$ cat src/hw/smp_map.svh
// Constants for the message parser: sizes, character codes and error codes.
// Behaviour
// - Log error for any unrecognized command string portion; the code takes any keyword after an asterisk without error.
// - Keep errors stored until error query reads them.
// - Header is colon-joined keywords, optional leading colon.
// - Message is semicolon-separated units plus terminator.
// - Terminator returns tree position to root.
// - Semicolon then colon restarts at root; else subsystem.
// - One space separates header from parameter data.
// - Line feed, end signal, or both terminate.
// - End signal releases buffer; bare line feed waits.
// - Settable leaf accepts query form, question mark appended.
// - Query parameters follow question mark and one space.
// - Frequency query answers exponent-form float in hertz; the parser only raises freq_rsp_req.
// - Query-only headers are rejected as commands.
// - Missing subsystem keyword implies the source subsystem.
// - Only exact long or short keyword, any case; the code accepts any keyword after an asterisk.
// - Asterisk common commands leave subsystem position unchanged.
`ifndef SMP_MAP_SVH
`define SMP_MAP_SVH
`define SMP_BUF_DEPTH  5'h10
`define SMP_BUF_AW     4
`define SMP_KW_MAX     4'hc
`define SMP_ERRQ_DEPTH 4'h8
`define SMP_ERRQ_AW    3
`define SMP_CH_LF      8'h0a
`define SMP_CH_SPACE   8'h20
`define SMP_CH_STAR    8'h2a
`define SMP_CH_COLON   8'h3a
`define SMP_CH_SEMI    8'h3b
`define SMP_CH_QMARK   8'h3f
`define SMP_CH_DIG0    8'h30
`define SMP_CH_DIG9    8'h39
`define SMP_CH_UP_A    8'h41
`define SMP_CH_UP_Z    8'h5a
`define SMP_CH_LO_A    8'h61
`define SMP_CH_LO_Z    8'h7a
`define SMP_CH_CASE    8'h20
`define SMP_ERR_NONE   8'h00
`define SMP_ERR_SYNTAX 8'h01
`define SMP_ERR_HEADER 8'h02
`define SMP_ERR_QONLY  8'h03
`endif

$ cat src/hw/smp_pkg.sv
// Types shared by the message parser modules.
package smp_pkg;
  // Position in the command tree; n_bad marks an unresolvable keyword.
  typedef enum logic [2:0] {n_root, n_sour, n_freq, n_cw, n_syst, n_err, n_common, n_bad}
    smp_node_t;
  // Lexer states of the parser.
  typedef enum {st_start, st_colon, st_kw, st_qmark, st_data, st_skip} smp_state_t;
endpackage : smp_pkg

$ cat src/hw/smp_kw_match.sv
// Case-folded keyword comparator for one long/short keyword pair.
`timescale 1ns/1ps
`default_nettype none
module smp_kw_match #(
  parameter logic [95:0] TXT  = 96'h0,
  parameter int          LLEN = 1,
  parameter int          SLEN = 1
) (
  input  wire logic [11:0][7:0] kw,
  input  wire logic [3:0]       kw_len,
  input  wire logic             kw_long,
  output logic                  hit
);
  // The short form is the leading part of the long form, so one prefix
  // compare covers both; only the two exact lengths are accepted.
  always_comb
  begin
    logic eq;
    int   sh;
    eq = 1'b1;
    sh = 0;
    for (int i = 0; i < 12; i++)
    begin
      sh = LLEN - 1 - i;
      if (i < int'(kw_len) && sh >= 0)
      begin
        if (kw[i] != TXT[8 * sh +: 8])
        begin
          eq = 1'b0;
        end
      end
    end
    hit = !kw_long && eq && (kw_len == 4'(LLEN) || kw_len == 4'(SLEN));
  end
endmodule : smp_kw_match
`default_nettype wire

$ cat src/hw/smp_message_parser.sv
// Program message parser: input buffer, header lexer, tree walk and error queue.
`timescale 1ns/1ps
`default_nettype none
`include "smp_map.svh"
module smp_message_parser
  import smp_pkg::*;
(
  input  wire logic       clk,
  input  wire logic       reset,
  input  wire logic       in_valid,
  input  wire logic [7:0] in_byte,
  input  wire logic       in_eom,
  output logic            in_ready,
  output logic            unit_valid,
  output var smp_node_t   unit_node,
  output logic            unit_query,
  output logic            unit_has_data,
  output logic            data_valid,
  output logic [7:0]      data_byte,
  output logic            freq_rsp_req,
  output logic            err_rsp_valid,
  output logic [7:0]      err_rsp_code,
  output logic [3:0]      err_count
);
  // Input buffer storage; bit 8 carries the end-of-message flag.
  logic [8:0]             buf_ff [16];
  logic [3:0]             wr_ptr_ff;
  logic [3:0]             rd_ptr_ff;
  logic [4:0]             cnt_ff;
  logic                   rel_ff;      // Buffer released to the parser.
  logic                   pend_ff;     // Synthetic terminator after an end flag.
  // Parser state.
  smp_state_t             state_ff, nxt_state;
  smp_node_t              cur_ff, nxt_cur;
  smp_node_t              base_ff, nxt_base;
  logic [11:0][7:0]       kw_ff, nxt_kw;
  logic [3:0]             len_ff, nxt_len;
  logic                   long_ff, nxt_long;
  logic                   query_ff, nxt_query;
  logic                   common_ff, nxt_common;
  // Error queue.
  logic [7:0]             eq_ff [8];
  logic [2:0]             ewr_ff;
  logic [2:0]             erd_ff;
  logic [3:0]             ecnt_ff;
  // Combinational results of one parser step.
  logic                   err_push;
  logic [7:0]             err_code;
  logic                   emit;
  smp_node_t              emit_node;
  logic                   emit_query;
  logic                   data_out;
  logic                   delim;

  // Buffer handshake; the parser never stalls on the output side.
  wire logic       push     = in_valid && in_ready;
  wire logic       pop      = rel_ff && cnt_ff != 5'h0 && !pend_ff;
  wire logic [4:0] cnt_nxt  = 5'(cnt_ff + {4'h0, push} - {4'h0, pop});
  wire logic [8:0] head     = buf_ff[rd_ptr_ff];
  assign in_ready = cnt_ff != `SMP_BUF_DEPTH;

  // A bare line feed is held until the buffer fills; the end flag frees it at once.
  wire logic rel_set = (push && in_eom) || cnt_nxt == `SMP_BUF_DEPTH;

  // An end flag on a byte that is not a line feed injects one terminator next.
  wire logic pend_set = pop && head[8] && head[7:0] != `SMP_CH_LF;

  // Byte under the parser and its character class.
  wire logic       act      = pend_ff || pop;
  wire logic [7:0] ch       = pend_ff ? `SMP_CH_LF : head[7:0];
  wire logic       is_lower = ch >= `SMP_CH_LO_A && ch <= `SMP_CH_LO_Z;
  wire logic [7:0] up       = is_lower ? ch - `SMP_CH_CASE : ch;
  wire logic       is_alnum = (up >= `SMP_CH_UP_A && up <= `SMP_CH_UP_Z)
                            || (up >= `SMP_CH_DIG0 && up <= `SMP_CH_DIG9);
  wire logic       is_term  = ch == `SMP_CH_LF;
  wire logic       is_semi  = ch == `SMP_CH_SEMI;
  wire logic       is_colon = ch == `SMP_CH_COLON;
  wire logic       is_q     = ch == `SMP_CH_QMARK;
  wire logic       is_sp    = ch == `SMP_CH_SPACE;
  wire logic       is_star  = ch == `SMP_CH_STAR;
  wire logic       is_end   = is_semi || is_term;

  // Keyword comparators, one per keyword that the tree knows.
  localparam logic [95:0] KW_TXT [6] = '{"SOURCE", "FREQUENCY", "CW", "FIXED", "SYSTEM", "ERROR"};
  localparam int          KW_LL  [6] = '{6, 9, 2, 5, 6, 5};
  localparam int          KW_SL  [6] = '{4, 4, 2, 3, 4, 3};
  logic [5:0]             hits;
  genvar g;
  generate
    for (g = 0; g < 6; g++)
    begin : g_kw
      smp_kw_match #(.TXT(KW_TXT[g]), .LLEN(KW_LL[g]), .SLEN(KW_SL[g])) u_match (
        .kw      (kw_ff),
        .kw_len  (len_ff),
        .kw_long (long_ff),
        .hit     (hits[g])
      );
    end
  endgenerate

  // Resolve the finished keyword against the current node. Frequency at the
  // root lands under the implied source subsystem.
  wire smp_node_t res = common_ff ? n_common
    : (cur_ff == n_root && hits[0]) ? n_sour
    : ((cur_ff == n_root || cur_ff == n_sour) && hits[1]) ? n_freq
    : (cur_ff == n_freq && (hits[2] || hits[3])) ? n_cw
    : (cur_ff == n_root && hits[4]) ? n_syst
    : (cur_ff == n_syst && hits[5]) ? n_err : n_bad;

  // A colon may only follow a branch keyword; common headers have no branches.
  wire logic col_ok = res == n_sour || res == n_freq || res == n_syst;

  // Leaf check: the error leaf exists only as a query.
  wire logic [7:0] leaf_code = (res == n_common || res == n_freq || res == n_cw)
    ? `SMP_ERR_NONE
    : (res == n_err) ? (is_q ? `SMP_ERR_NONE : `SMP_ERR_QONLY)
    : `SMP_ERR_HEADER;

  // One parser step per byte taken from the buffer.
  always_comb
  begin
    nxt_state  = state_ff;
    nxt_cur    = cur_ff;
    nxt_base   = base_ff;
    nxt_kw     = kw_ff;
    nxt_len    = len_ff;
    nxt_long   = long_ff;
    nxt_query  = query_ff;
    nxt_common = common_ff;
    err_push   = 1'b0;
    err_code   = `SMP_ERR_NONE;
    emit       = 1'b0;
    emit_node  = res;
    emit_query = query_ff;
    data_out   = 1'b0;
    delim      = 1'b0;
    if (act)
    begin
      unique case (state_ff)
        // Start of a unit: leading colon, common header, keyword or empty message.
        st_start:
          if (is_colon)
          begin
            nxt_cur   = n_root;
            nxt_state = st_colon;
          end
          else if (is_star)
          begin
            nxt_common = 1'b1;
            nxt_state  = st_colon;
          end
          else if (is_alnum)
          begin
            nxt_kw[0] = up;
            nxt_len   = 4'h1;
            nxt_state = st_kw;
          end
          else if (is_term)
          begin
            delim = 1'b1;
          end
          else
          begin
            err_push = 1'b1;
            err_code = `SMP_ERR_SYNTAX;
          end
        // After a colon only a keyword character may come; a space is an error.
        st_colon:
          if (is_alnum)
          begin
            nxt_kw[0] = up;
            nxt_len   = 4'h1;
            nxt_state = st_kw;
          end
          else
          begin
            err_push = 1'b1;
            err_code = `SMP_ERR_SYNTAX;
          end
        // Inside a keyword: collect characters, then act on the delimiter.
        st_kw:
          if (is_alnum)
          begin
            if (len_ff < `SMP_KW_MAX)
            begin
              nxt_kw[len_ff] = up;
              nxt_len        = len_ff + 4'h1;
            end
            else
            begin
              nxt_long = 1'b1;
            end
          end
          else if (is_colon && col_ok)
          begin
            nxt_cur   = res;
            nxt_len   = 4'h0;
            nxt_state = st_colon;
          end
          else if ((is_q || is_sp || is_end) && leaf_code == `SMP_ERR_NONE)
          begin
            nxt_cur   = res;
            nxt_query = is_q;
            if (is_q)
            begin
              nxt_state = st_qmark;
            end
            else if (is_sp)
            begin
              nxt_state = st_data;
            end
            else
            begin
              emit       = 1'b1;
              emit_query = 1'b0;
              delim      = 1'b1;
            end
          end
          else
          begin
            err_push = 1'b1;
            err_code = (is_colon || is_q || is_sp || is_end)
                     ? (is_colon ? `SMP_ERR_HEADER : leaf_code) : `SMP_ERR_SYNTAX;
          end
        // After a question mark: one space before data, or the unit ends.
        st_qmark:
          if (is_sp)
          begin
            nxt_state = st_data;
          end
          else if (is_end)
          begin
            emit      = 1'b1;
            emit_node = cur_ff;
            delim     = 1'b1;
          end
          else
          begin
            err_push = 1'b1;
            err_code = `SMP_ERR_SYNTAX;
          end
        // Parameter data passes straight out until the unit ends.
        st_data:
          if (is_end)
          begin
            emit      = 1'b1;
            emit_node = cur_ff;
            delim     = 1'b1;
          end
          else
          begin
            data_out = 1'b1;
          end
        // After an error the rest of the unit is dropped.
        st_skip:
          delim = is_end;
      endcase
      // An error ends the unit at once if it came on a delimiter.
      if (err_push)
      begin
        nxt_state = st_skip;
        delim     = is_end;
      end
      // A successful tree unit sets the subsystem for the next unit.
      if (emit && emit_node != n_common)
      begin
        nxt_base = (emit_node == n_err) ? n_syst : n_sour;
      end
      // Unit separator or terminator: reset the header collector.
      if (delim)
      begin
        nxt_state  = st_start;
        nxt_len    = 4'h0;
        nxt_long   = 1'b0;
        nxt_query  = 1'b0;
        nxt_common = 1'b0;
        nxt_cur    = is_term ? n_root : nxt_base;
        if (is_term)
        begin
          nxt_base = n_root;
        end
      end
    end
  end

  // Error queue moves; a full queue drops new entries unless one leaves.
  wire logic err_pop = emit && emit_node == n_err && emit_query;
  wire logic eq_pop  = err_pop && ecnt_ff != 4'h0;
  wire logic eq_push = err_push && (ecnt_ff != `SMP_ERRQ_DEPTH || eq_pop);

  // Input buffer and release flag.
  always_ff @(posedge clk)
  begin
    if (push)
    begin
      buf_ff[wr_ptr_ff] <= {in_eom, in_byte};
    end
    if (reset)
    begin
      wr_ptr_ff <= 4'h0;
      rd_ptr_ff <= 4'h0;
      cnt_ff    <= 5'h0;
      rel_ff    <= 1'b0;
      pend_ff   <= 1'b0;
    end
    else
    begin
      wr_ptr_ff <= wr_ptr_ff + {3'h0, push};
      rd_ptr_ff <= rd_ptr_ff + {3'h0, pop};
      cnt_ff    <= cnt_nxt;
      rel_ff    <= rel_set || (rel_ff && cnt_nxt != 5'h0);
      pend_ff   <= pend_set;
    end
  end

  // Parser registers.
  always_ff @(posedge clk)
  begin
    if (reset)
    begin
      state_ff  <= st_start;
      cur_ff    <= n_root;
      base_ff   <= n_root;
      kw_ff     <= '0;
      len_ff    <= 4'h0;
      long_ff   <= 1'b0;
      query_ff  <= 1'b0;
      common_ff <= 1'b0;
    end
    else
    begin
      state_ff  <= nxt_state;
      cur_ff    <= nxt_cur;
      base_ff   <= nxt_base;
      kw_ff     <= nxt_kw;
      len_ff    <= nxt_len;
      long_ff   <= nxt_long;
      query_ff  <= nxt_query;
      common_ff <= nxt_common;
    end
  end

  // Error queue and registered outputs.
  always_ff @(posedge clk)
  begin
    if (eq_push)
    begin
      eq_ff[ewr_ff] <= err_code;
    end
    if (reset)
    begin
      ewr_ff        <= 3'h0;
      erd_ff        <= 3'h0;
      ecnt_ff       <= 4'h0;
      unit_valid    <= 1'b0;
      unit_node     <= n_root;
      unit_query    <= 1'b0;
      unit_has_data <= 1'b0;
      data_valid    <= 1'b0;
      data_byte     <= 8'h00;
      freq_rsp_req  <= 1'b0;
      err_rsp_valid <= 1'b0;
      err_rsp_code  <= 8'h00;
    end
    else
    begin
      ewr_ff        <= ewr_ff + {2'h0, eq_push};
      erd_ff        <= erd_ff + {2'h0, eq_pop};
      ecnt_ff       <= 4'(ecnt_ff + {3'h0, eq_push} - {3'h0, eq_pop});
      unit_valid    <= emit;
      unit_node     <= emit ? emit_node : unit_node;
      unit_query    <= emit && emit_query;
      unit_has_data <= emit && state_ff == st_data;
      data_valid    <= data_out;
      data_byte     <= data_out ? ch : data_byte;
      freq_rsp_req  <= emit && emit_query && (emit_node == n_freq || emit_node == n_cw);
      err_rsp_valid <= err_pop;
      err_rsp_code  <= (ecnt_ff != 4'h0) ? eq_ff[erd_ff] : `SMP_ERR_NONE;
    end
  end
  assign err_count = ecnt_ff;
endmodule : smp_message_parser
`default_nettype wire

$ cat config.mk
export PLATFORM = sky130hd
export DESIGN_NAME = smp_message_parser
export DESIGN_NICKNAME = d
export VERILOG_FILES = /design/src/hw/smp_pkg.sv /design/src/hw/smp_kw_match.sv /design/src/hw/smp_message_parser.sv
export VERILOG_INCLUDE_DIRS = /design/src /design/src/hw
export SDC_FILE = /design/constraint.sdc
export NUM_CORES = 1
export LEC_CHECK = 0
export ABC_AREA = 0
export BUFFER_PORTS_ARGS = -buffer_cell sky130_fd_sc_hd__clkbuf_2
export CORE_AREA = 2 2 142 200
export CTS_CLUSTER_SIZE = 8
export DETAILED_ROUTE_END_ITERATION = 8
export DIE_AREA = 0 0 144 202
export GPL_ROUTABILITY_DRIVEN = 1
export PLACE_DENSITY_LB_ADDON = 0.05
export RECOVER_POWER = 25
export SYNTH_ARGS = -nofsm -noshare
export SYNTH_HDL_FRONTEND = slang
export SYNTH_SLANG_ARGS = --single-unit
$ cat constraint.sdc
create_clock -name clk -period 5 [get_ports clk]
set_input_delay 1 -clock clk [delete_from_list [all_inputs] [get_ports clk]]
set_output_delay 1 -clock clk [all_outputs]
set_load 0.03 [all_outputs]
==> results.cfg <==
[finish]
fillers = 2266
instances_no_fill = 1710
final_cell_mix = edfxtp_1, dfxtp_1, nor2_1
n_antenna_cell = 0
area_growth_pct = 14.2
layout.nets = 1354
final_common_cell = edfxtp_1
layout-drive-gt1-share_pct = 15.4

[synth]
ys_seq_area_share_pct = 55.1
synth_top_cell_area_share_pct = 33.0
synth_enable_flop_cells = 160
synth_largest_area_cell = edfxtp_1
synthCells = 1238
synthArstFlopShare_pct = 0
synthFlopType = dfxtp_1
ys_seq_elements = 321
yosys_warnings = 0
avgSynthCellArea_sq_um = 11.8
netlist_area_sq_um = 14600
yosysUniqueCellTypes = 87
ys_top_cells_by_area = edfxtp_1, dfxtp_1, mux2i_1

[floorplanning]
start_util_pct = 53.4
core-area_sq_um = 27300
io_pins = 42
die_y_um = 202
die_area_sq_um = 29100
row_count = 72
die_x_um = 144

[drt]
wl_per_cell_um = 20.2
vias = 9878
drt-initial-drc-count = 636
dr.pass1.iters = 5
drt_wl_total_um = 34500
drc = 0
vias_per_cell = 5.78
ant_nets = 0

[sta]
setup-violations-final = 0
period_needed_ns = 4.59
finalMaxSlewViolations = 0
timing.final.ws_setup_ns = 0.413
worst_slew_pin_slew_ns = 1.20
tns_ns = 0
skew_ns = 0.0192
rsz0062_at_grt = false
finalHoldViolations = 0
relSlewSlack_pct = 19.6
fmax_ghz = 0.218
finalCritPeriodShare_pct = 91.7

[power]
power_density_nw_per_um2 = 456
power_leakage_nw = 6.13
total_power_mw = 7.59
ir_drop_mv = 0.319

[grt]
grt_first_pass_wirelength_um = 55100
global_route.usage.total_pct = 24.6
grt_pass1_vias = 10000
grt_max_degree = 73
grt_overflow = 0
antenna_found_initial = 0

[cts]
clkSinkCount = 321
cts_root_buf = clkbuf_16
numCtsBuffers = 46
cts_tree = built
post_cts_buffers = 0
htree_levels = 2
clock_latency_ns = 0.54
clk_pin_slew_ns = 0.05
clockBufferDepth = 3
cts_hold_buffers = 0

[worst_setup_path]
crit_buf_inv = 3
crit_fanout = 15
cp_slowest_cell = dfxtp_4
cp_top_family = compound AO/OA/AOI/OAI gates
critical_path_class = flip-flop to flip-flop
cpPeakStageDelay_ns = 0.51
crit_chain = buf_6 > mux4_2 > a22oi_1 > nand3_1 > and2_1 > inv_1 > ha_1 > a311oi_1 > o2111ai_1 > a221oi_4 > a31o_2 > a211o_1 > ha_1 > inv_1 > ha_1 > a21o_1 > a21oi_1 > xnor2_1 > nor2_1
cp-end-kind = flip-flop
arrival_ns = 4.98
start_kind = flip-flop
path_common_cell = ha_1
cp.depth = 19
crit_required_ns = 5.40
r2r.worst_path.cells = 19

[place]
place_inst = 1637
gp_congestion = 0.931
port_buffers = 35
place_ws_ns = 0.207
dp_hpwl_um = 24000

[run]
drv_cap = 0

[min_path]
whs_path_depth = 2
hold_path_class = flip-flop to flip-flop

[run_status]
run_status = finished, final reports clean
[kinds of logic after synthesis]
family / Yosys count / synth area share (%)
AO/OA/AOI/OAI: 178 / 8.93
XOR/XNOR: 12 / 0.721
adder cells (fa/ha/maj): 27 / 2.42
buffers and inverters: 102 / 3.16
flip-flops: 321 / 55.1
multiplexers: 134 / 12.1
other: 1 / 0.0257
AND/OR/NAND/NOR: 463 / 17.6
[layer usage]
layer	track usage (%)	share of wire (%)
met1	29.8	40
met2	43.6	52
met3	3.86	3.9
met4	9.70	3.5
met5	0	0
[timing repair]
action | in CTS | in global routing
endpoints found under the hold margin | 0 | 0
setup endpoints to repair | 0 | 3
gates resized for setup | 0 | 6
[through the flow]
step / hold WS [ns] / area [sq um] / utilization, %
detailed placement: 0.426 / 15400 / 56.2
global placement: 0.423 / 15400 / 56.2
floorplan: 0.412 / 14600 / -
finish: 0.434 / 16700 / 61.0
global route: 0.471 / 16700 / 61.0
CTS: 0.441 / 16600 / 61.0
[area by class of cell]
type                    count  area (sq um)  area share, %
clock buffers              70          1270           7.64
well taps                 370           463           2.78
inverters                  35           131          0.789
flip-flops and latches    321          8040           48.2
clock inverters             3          17.5          0.105
multi-input cells         820          6130           36.8
repair buffers             91           604           3.63
[registers in the layout, indices dropped and copies added, names as in the netlist, 4 cells and up]
signal,count
rd_ptr_ff,4
err_count,4
eq_ff,16
len_ff,4
wr_ptr_ff,4
kw_ff,72
buf_ff,144
data_byte,8
state_ff,32
cnt_ff,5
[where the power goes]
group | switching (mW) | total, mW | internal (mW)
clock network | 1.05 | 2.77 | 1.72
logic | 1.13 | 1.82 | 0.692
registers | 0.104 | 3.00 | 2.90
total | 2.28 | 7.59 | 5.31
[final timing paths]
| path | start | to | slack, ns |
|---|---|---|---|
| worst max register to register | rd_ptr_ff[2]$_SDFF_PP0_ | err_count[3]$_SDFF_PP0_ | 0.41 |
| worst min-delay path | base_ff[1]$_SDFFE_PP0N_ | base_ff[1]$_SDFFE_PP0N_ | 0.43 |
| worst min register to register | base_ff[1]$_SDFFE_PP0N_ | base_ff[1]$_SDFFE_PP0N_ | 0.43 |
| worst max-delay path | rd_ptr_ff[2]$_SDFF_PP0_ | err_count[3]$_SDFF_PP0_ | 0.41 |
[synthesized netlist by cell type, types with 8 or more instances]
cell and number:
dfxtp_1 161, edfxtp_1 160, nor2_1 152, mux2i_1 94
nor2b_1 56, nand2_1 47, clkbuf_1 41, inv_1 34
a21oi_1 32, mux4_2 31, nor3_1 31, nand3_1 29
ha_1 25, o21ai_0 19, and3_1 14, nor4_1 14
nand4_1 13, nor4b_1 13, nor4bb_1 13, buf_4 12
nor3b_1 12, and2_1 11, a211oi_1 10, a22oi_1 9
a41oi_1 9, nand2b_1 9, a21o_1 8, a31oi_1 8
buf_2 8, or3_1 8
[tightest hold or removal path, cell delays in order, from the launching register on]
cell and delay (ns):
dfxtp_1 0.30, nand2_1 0.05, a21oi_1 0.03
Note: power is estimated with default switching activity, not from simulation.
